## config.mk

```make
export PLATFORM = sky130hd
export DESIGN_NAME = pfh_host
export DESIGN_NICKNAME = d
export VERILOG_FILES = /design/src/shared/pfh_pkg.sv /design/src/verilog/pfh_host.sv
export SDC_FILE = /design/constraint.sdc
export NUM_CORES = 1
export LEC_CHECK = 0
export BUFFER_PORTS_ARGS = -buffer_cell sky130_fd_sc_hd__buf_2
export CORE_UTILIZATION = 50
export DETAILED_ROUTE_END_ITERATION = 7
export PLACE_DENSITY = 0.8
export SYNTH_ARGS = -nofsm -noshare
export SYNTH_HDL_FRONTEND = slang
export SYNTH_SLANG_ARGS = --single-unit
```

## constraint.sdc

```tcl
create_clock -name CLK_SYS -period 3.4 [get_ports CLK_SYS]
set_input_delay 0.17 -clock CLK_SYS [delete_from_list [all_inputs] [get_ports CLK_SYS]]
set_output_delay 0.17 -clock CLK_SYS [all_outputs]
set_load 0.01 [all_outputs]
```

## src/shared/pfh_pkg.sv

```systemverilog
// pfh_pkg: constants, enums and carrier structs for the parallel flash host controller
// assumes a 20 MHz system clock; flash pins are driven as plain logic levels
package pfh_pkg;
  localparam int unsigned CLK_HZ        = 20_000_000;
  localparam int unsigned CLR_PULSE_NS  = 500;
  localparam int unsigned ACCESS_NS     = 90;
  localparam int unsigned WE_LOW_NS     = 35;
  localparam int unsigned WE_HIGH_NS    = 30;
  localparam int unsigned CLR_PULSE_CYC = (CLR_PULSE_NS * (CLK_HZ / 1_000_000) + 999) / 1000;
  localparam int unsigned ACCESS_CYC    = (ACCESS_NS * (CLK_HZ / 1_000_000) + 999) / 1000;
  localparam int unsigned WE_LOW_CYC    = (WE_LOW_NS * (CLK_HZ / 1_000_000) + 999) / 1000;
  localparam int unsigned WE_HIGH_CYC   = (WE_HIGH_NS * (CLK_HZ / 1_000_000) + 999) / 1000;
  localparam int unsigned ADDR_W        = 21;
  localparam int unsigned DATA_W        = 16;
  localparam int unsigned CNT_W         = 8;
  // autoselect selector bits
  localparam int unsigned SEL_A6        = 6;
  localparam int unsigned SEL_A1        = 1;
  localparam int unsigned SEL_A0        = 0;
  localparam logic [7:0]  LOCK_YES      = 8'h01;
  localparam logic [7:0]  LOCK_NO       = 8'h00;
  localparam logic [7:0]  SEC_FACTORY   = 8'h99;
  localparam logic [7:0]  SEC_OPEN      = 8'h19;

  typedef enum logic [1:0] {
    PFH_OP_READ,
    PFH_OP_WRITE,
    PFH_OP_CLEAR,
    PFH_OP_AUTOSEL
  } pfh_op_t;

  typedef enum logic [1:0] {
    PFH_PROT_LOCK,
    PFH_PROT_KEEP,
    PFH_PROT_ACCEL
  } pfh_prot_t;

  typedef struct packed {
    pfh_op_t             op;
    logic [ADDR_W-1:0]   addr;
    logic [DATA_W-1:0]   wdata;
    logic                word_mode;
  } pfh_req_t;

  typedef struct packed {
    logic clr_n;
    logic sel_n;
    logic oe_n;
    logic we_n;
    logic width_word;
  } pfh_ctl_t;
endpackage

```

## src/verilog/pfh_host.sv

```systemverilog
// pfh_host: host-side sequencer driving a parallel nor flash over its pins
// assumes one request at a time via valid/ready; pins synchronous to CLK_SYS
`timescale 1ns/1ps
module pfh_host
  import pfh_pkg::*;
(
  // clock and reset
  input  wire logic              CLK_SYS,
  input  wire logic              ARST_N,
  // request side and flash control strobes CTL_OUT
  input  wire logic              REQ_VALID,
  input  wire pfh_req_t          REQ,
  input  wire pfh_prot_t         PROT_MODE,
  input  wire logic              HV_CLEAR,
  output pfh_ctl_t               CTL_OUT,
  output logic                   REQ_READY,
  output logic                   RSP_VALID,
  output logic [DATA_W-1:0]      RSP_DATA,
  output logic                   RSP_LOCKED,
  output logic                   RSP_FACTORY,
  // flash pins
  output logic [ADDR_W-1:0]      FL_ADDR,
  output logic                   FL_AUTOSEL_HV,
  output logic [1:0]             FL_PROTECT_ACCEL,
  output logic                   FL_CLR_HV,
  output logic [DATA_W-1:0]      FL_DQ_O,
  output logic [DATA_W-1:0]      FL_DQ_OE_N,
  input  wire logic [DATA_W-1:0] FL_DQ_I,
  input  wire logic              FL_READY_BUSY
);

  typedef enum logic [2:0] {S_IDLE, S_RD, S_WLO, S_WHI, S_CLR, S_WAITRDY} pfh_st_t;

  pfh_st_t           st_reg, st_next;
  logic [CNT_W-1:0]  cnt_reg, cnt_next;
  pfh_req_t          req_reg;
  logic              take;
  logic              cnt_done;
  logic [DATA_W-1:0] rd_word;
  logic              drive_dq;
  logic [DATA_W-1:0] oe_mask;

  assign take     = (st_reg == S_IDLE) && REQ_VALID;
  assign cnt_done = (cnt_reg == '0);
  // byte mode keeps only the low byte
  assign rd_word  = req_reg.word_mode ? FL_DQ_I : {8'h00, FL_DQ_I[7:0]};
  assign drive_dq = (st_next == S_WLO) || (st_next == S_WHI);
  assign oe_mask  = REQ.word_mode ? 16'h0000 : 16'h7F00;

  always_comb begin
    st_next  = st_reg;
    cnt_next = cnt_done ? cnt_reg : cnt_reg - 1'b1;
    unique case (st_reg)
      S_IDLE: begin
        if (REQ_VALID) begin
          unique case (REQ.op)
            PFH_OP_WRITE: begin
              st_next  = S_WLO;
              cnt_next = CNT_W'(WE_LOW_CYC);
            end
            PFH_OP_CLEAR: begin
              st_next  = S_CLR;
              cnt_next = CNT_W'(CLR_PULSE_CYC);
            end
            default: begin
              st_next  = S_RD;
              cnt_next = CNT_W'(ACCESS_CYC);
            end
          endcase
        end
      end
      S_RD:      if (cnt_done) st_next = S_IDLE;
      S_WLO: begin
        if (cnt_done) begin
          st_next  = S_WHI;
          cnt_next = CNT_W'(WE_HIGH_CYC);
        end
      end
      S_WHI:     if (cnt_done) st_next = S_IDLE;
      S_CLR:     if (cnt_done) st_next = S_WAITRDY;
      S_WAITRDY: if (FL_READY_BUSY) st_next = S_IDLE;
    endcase
  end

  always_ff @(posedge CLK_SYS or negedge ARST_N) begin
    if (!ARST_N) begin
      st_reg  <= S_IDLE;
      cnt_reg <= '0;
      req_reg <= '0;
    end else begin
      st_reg  <= st_next;
      cnt_reg <= cnt_next;
      if (take) req_reg <= REQ;
    end
  end

  // pin outputs, all registered
  always_ff @(posedge CLK_SYS or negedge ARST_N) begin
    if (!ARST_N) begin
      // clear held while host in reset
      CTL_OUT          <= '{clr_n: 1'b0, sel_n: 1'b1, oe_n: 1'b1, we_n: 1'b1, width_word: 1'b1};
      REQ_READY        <= 1'b0;
      RSP_VALID        <= 1'b0;
      RSP_DATA         <= '0;
      RSP_LOCKED       <= 1'b0;
      RSP_FACTORY      <= 1'b0;
      FL_ADDR          <= '0;
      FL_AUTOSEL_HV    <= 1'b0;
      FL_PROTECT_ACCEL <= 2'h0;
      FL_CLR_HV        <= 1'b0;
      FL_DQ_O          <= '0;
      FL_DQ_OE_N       <= '1;
    end else begin
      FL_PROTECT_ACCEL <= PROT_MODE;
      FL_CLR_HV        <= HV_CLEAR;
      REQ_READY        <= (st_next == S_IDLE);
      RSP_VALID        <= 1'b0;
      CTL_OUT.clr_n    <= (st_next != S_CLR);
      CTL_OUT.sel_n    <= (st_next == S_IDLE) || (st_next == S_CLR) || (st_next == S_WAITRDY);
      CTL_OUT.oe_n     <= (st_next != S_RD);
      CTL_OUT.we_n     <= (st_next != S_WLO);
      if (take) begin
        CTL_OUT.width_word <= REQ.word_mode;
        FL_ADDR            <= REQ.addr;
        FL_AUTOSEL_HV      <= (REQ.op == PFH_OP_AUTOSEL);
        FL_DQ_O            <= REQ.word_mode ? REQ.wdata : {REQ.addr[0], 7'h00, REQ.wdata[7:0]};
      end
      FL_DQ_OE_N <= drive_dq ? (take ? oe_mask : FL_DQ_OE_N) : (req_reg.word_mode ? '1 : 16'h7FFF);
      if (st_reg == S_RD && cnt_done) begin
        RSP_VALID   <= 1'b1;
        RSP_DATA    <= rd_word;
        RSP_LOCKED  <= (FL_DQ_I[7:0] == LOCK_YES);
        RSP_FACTORY <= (FL_DQ_I[7:0] == SEC_FACTORY);
      end
      if (st_reg == S_WAITRDY && FL_READY_BUSY) RSP_VALID <= 1'b1;
    end
  end
endmodule
```

==> summary.txt <==
Pwr
  – Leakage: 0.00238 uW
  – Maximum vdd ir drop: 0.455 mV
  – P per Cell Area: 803 nW/um^2

Timing
  – Relative slew slack: 34.9%
  – Ratio of final minimum period to clock period: 73.4%
  – Final setup fails: 0
  – Sum Neg Setup Slack: 0 ns
  – Worst hold margin: -0.0230 ns
  – Fmax: 0.400 GHz
  – Final hold violations: 25
  – Max Slew Vio Count: 0
  – RSZ-0062 raised after global routing: no
  – Worst Tran Pin Value: 0.977 ns
  – Final Skew: 0.00981 ns
  – Minimum clock period after layout: 2.50 ns

GRT
  – Initial antenna violation count: 0
  – Remaining Overflow, GRT: 0
  – Largest net degree at the start of global routing: 82
  – Vias in the first global route: 2816
  – GRT Overall Usage: 22.3%
  – First-pass GRT wire length: 12800 um

Placed design
  – Gp weighted congestion: 0.811
  – Dpl cell area: 4130 um^2
  – I/O Buffers: 144
  – Dpl hpwl: 5330 um

Yosys
  – Top FF cell, synth: dfrtp_1
  – Warnings from Yosys: 0
  – Largest family of logic cells by synthesized area: simple AND/OR/NAND/NOR gates
  – Ys async rst share: 100%
  – Post-synthesis cell type count: 35
  – Syn_nets: 439
  – Syn_area_per_cell: 9.30 um^2
  – Mapped Area: 3450 um^2
  – XOR/XNOR share of the synthesized area: 0.762%
  – Fraction of the mapped netlist area in compound gates: 4.93%
  – Flops & latches, synth: 81
  – Count of flip-flops with a built-in enable after synthesis: 0
  – Post-synthesis mux area share: 0.580%
  – Post-Syn Instances: 371
  – Adder-cell share of the synthesized area: 1.81%
  – Sequential-to-total area share from yosys stat: 59.0%
  – Simple-Gate Fraction of Synth Area: 27.0%

Cells and area
  – Layout cells sized above 1: 34.6%
  – Fillcell total: 500
  – Post-route cell area: 4430 um^2
  – Antenna Cells: 0
  – Leading cell types in the layout, fill and taps excluded: nand2_1 (163), buf_2 (143), dfrtp_1 (74)
  – Max FFs per register: 21
  – Final net count: 578
  – P&R area growth vs syn: 28.3%
  – Top flop regs: FL_ADDR (21), FL_DQ_O (16), RSP_DATA (16)
  – Commonest non-fill, non-tap cell in the layout: nand2_1
  – Register name with the most flops: FL_ADDR

Worst setup path
  – CP Max Fanout: 21
  – Critical path required time: 3.65 ns
  – CP startpoint kind: register
  – Critical path endpoint category: register
  – CP Class: register to register
  – Crit path DAT: 2.75 ns

Route
  – Post-route DRC: 0
  – M1 WL: 3360 um
  – Detailed Routing Iterations Pass 1: 5
  – Initial DRC Count: 171
  – Met2 wire length: 3600 um
  – Vias per inst: 5.01
  – Final WL: 7740 um
  – Final ANT Viol Nets: 0
  – Top Metal Used: met4
  – Total number of vias: 2964
  – Avg WL per Cell: 13.1 um
  – DR WL met3: 721 um

Clock network
  – Clock sinks: 81
  – Cts repair resizes: 0
  – Clk slew on worst S/H paths: 0.09 ns
  – Root Buffer: clkbuf_8
  – CTS Buf Count: 9
  – Max Root-Sink Buffers: 2
  – CTS tree: done
  – Clock latency on the worst-skew pair: 0.34 ns
  – H-tree depth: 3

Floorplan
  – Die area: 7240 um^2
  – Starting Density: 53.1%
  – Die Y: 85.1 um
  – Row cnt: 29
  – Top Ports: 145
  – Core Box Area: 6490 um^2
  – DIE WIDTH: 85.1 um

Status
  – Outcome: finished with violations
  – Violated checks: negative hold slack

Worst hold path
  – Min-delay worst type: input port to async pin

Job
  – Number of max-cap violations: 0
per-stage QoR:
stage / cells / setup slack [ns] / hold WS, ns / total power [uW] / utilization [%]
6_report: 592 / 0.903 / -0.0230 / 3560 / 68.2
5_1_grt: 592 / 0.676 / 0.00238 / 3820 / 68.2
4_1_cts: 592 / 0.902 / 0.000199 / 3590 / 68.2
3_5_place_dp: 565 / 0.932 / 0.280 / 2920 / 63.6
3_3_place_gp: 565 / 1.03 / 0.279 / 2860 / 63.6
2_1_floorplan: 371 / 1.35 / -0.126 / 2420 / -
cell usage after synthesis (3+ instances only):
master	instances	area share (%)
o21ai_0	9	1.3
nand2b_1	4	0.73
ha_1	5	1.8
inv_1	9	0.98
or3_1	3	0.54
dfrtp_1	74	54
a21oi_1	10	1.5
nor2_1	9	0.98
o211ai_1	3	0.65
buf_4	14	3.0
nand3_1	17	2.5
clkbuf_1	13	1.4
nor3_1	4	0.58
dfstp_2	7	5.3
nand2_1	163	18
buf_2	3	0.44
per-layer routing:
layer | GRT usage [%] | vias to the layer above
li1 | - | 1451
met1 | 29.0 | 1380
met2 | 35.4 | 127
met3 | 6.61 | 6
met4 | 8.47 | 0
met5 | 0 | -
power breakdown:
group          internal [uW]  switching (uW)  total (uW)
registers               1370             275        1640
logic                    551             713        1260
clock network            294             355         649
total                   2210            1340        3560
critical path, stage by stage (launching register included):
cell     delay (ns)
dfrtp_1        0.41
inv_1          0.07
ha_1           0.16
or4b_4         0.50
nor3_1         0.27
nand3_1        0.58
o31ai_1        0.40
worst paths after layout:
path | start | to | slack (ns) | cells after the start
min in group CLK_SYS | REQ[27] | FL_ADDR[10] | 0.01 | 3
worst max-delay path | cnt_reg[0] | RSP_FACTORY | 0.90 | 6
worst min register to register | RSP_DATA[10] | RSP_DATA[10] | 0.46 | 2
worst max register to register | cnt_reg[0] | RSP_FACTORY | 0.90 | 6
worst min-delay path | ARST_N | RSP_DATA[11] | -0.02 | 1
max in group asynchronous | ARST_N | cnt_reg[3] | 2.78 | 1
layout make-up:
cell class / instances / area [um^2] / area share, %
Clock buffer: 10 / 138 / 3.11
Clock inverter: 6 / 50.0 / 1.13
Inverter: 9 / 33.8 / 0.763
Multi-Input combinational cell: 251 / 1220 / 27.5
Sequential cell: 81 / 2040 / 46.0
Tap cell: 77 / 96.3 / 2.18
Timing Repair Buffer: 158 / 856 / 19.3
kinds of logic after synthesis:
family | after synthesis
AOI/OAI and AO/OA | 28
muxes | 2
and+or+nand+nor | 213
xor gates and xnor gates | 3
DFF | 81
adders and majority gates | 5
buffers and inverters | 39
timing repair:
item,4_1_cts,5_1_grt
hold buffers,11,0
hold endpoints to repair,11,0
setup buffers,0,0
No activity file was read; power rests on OpenSTA's default activity.
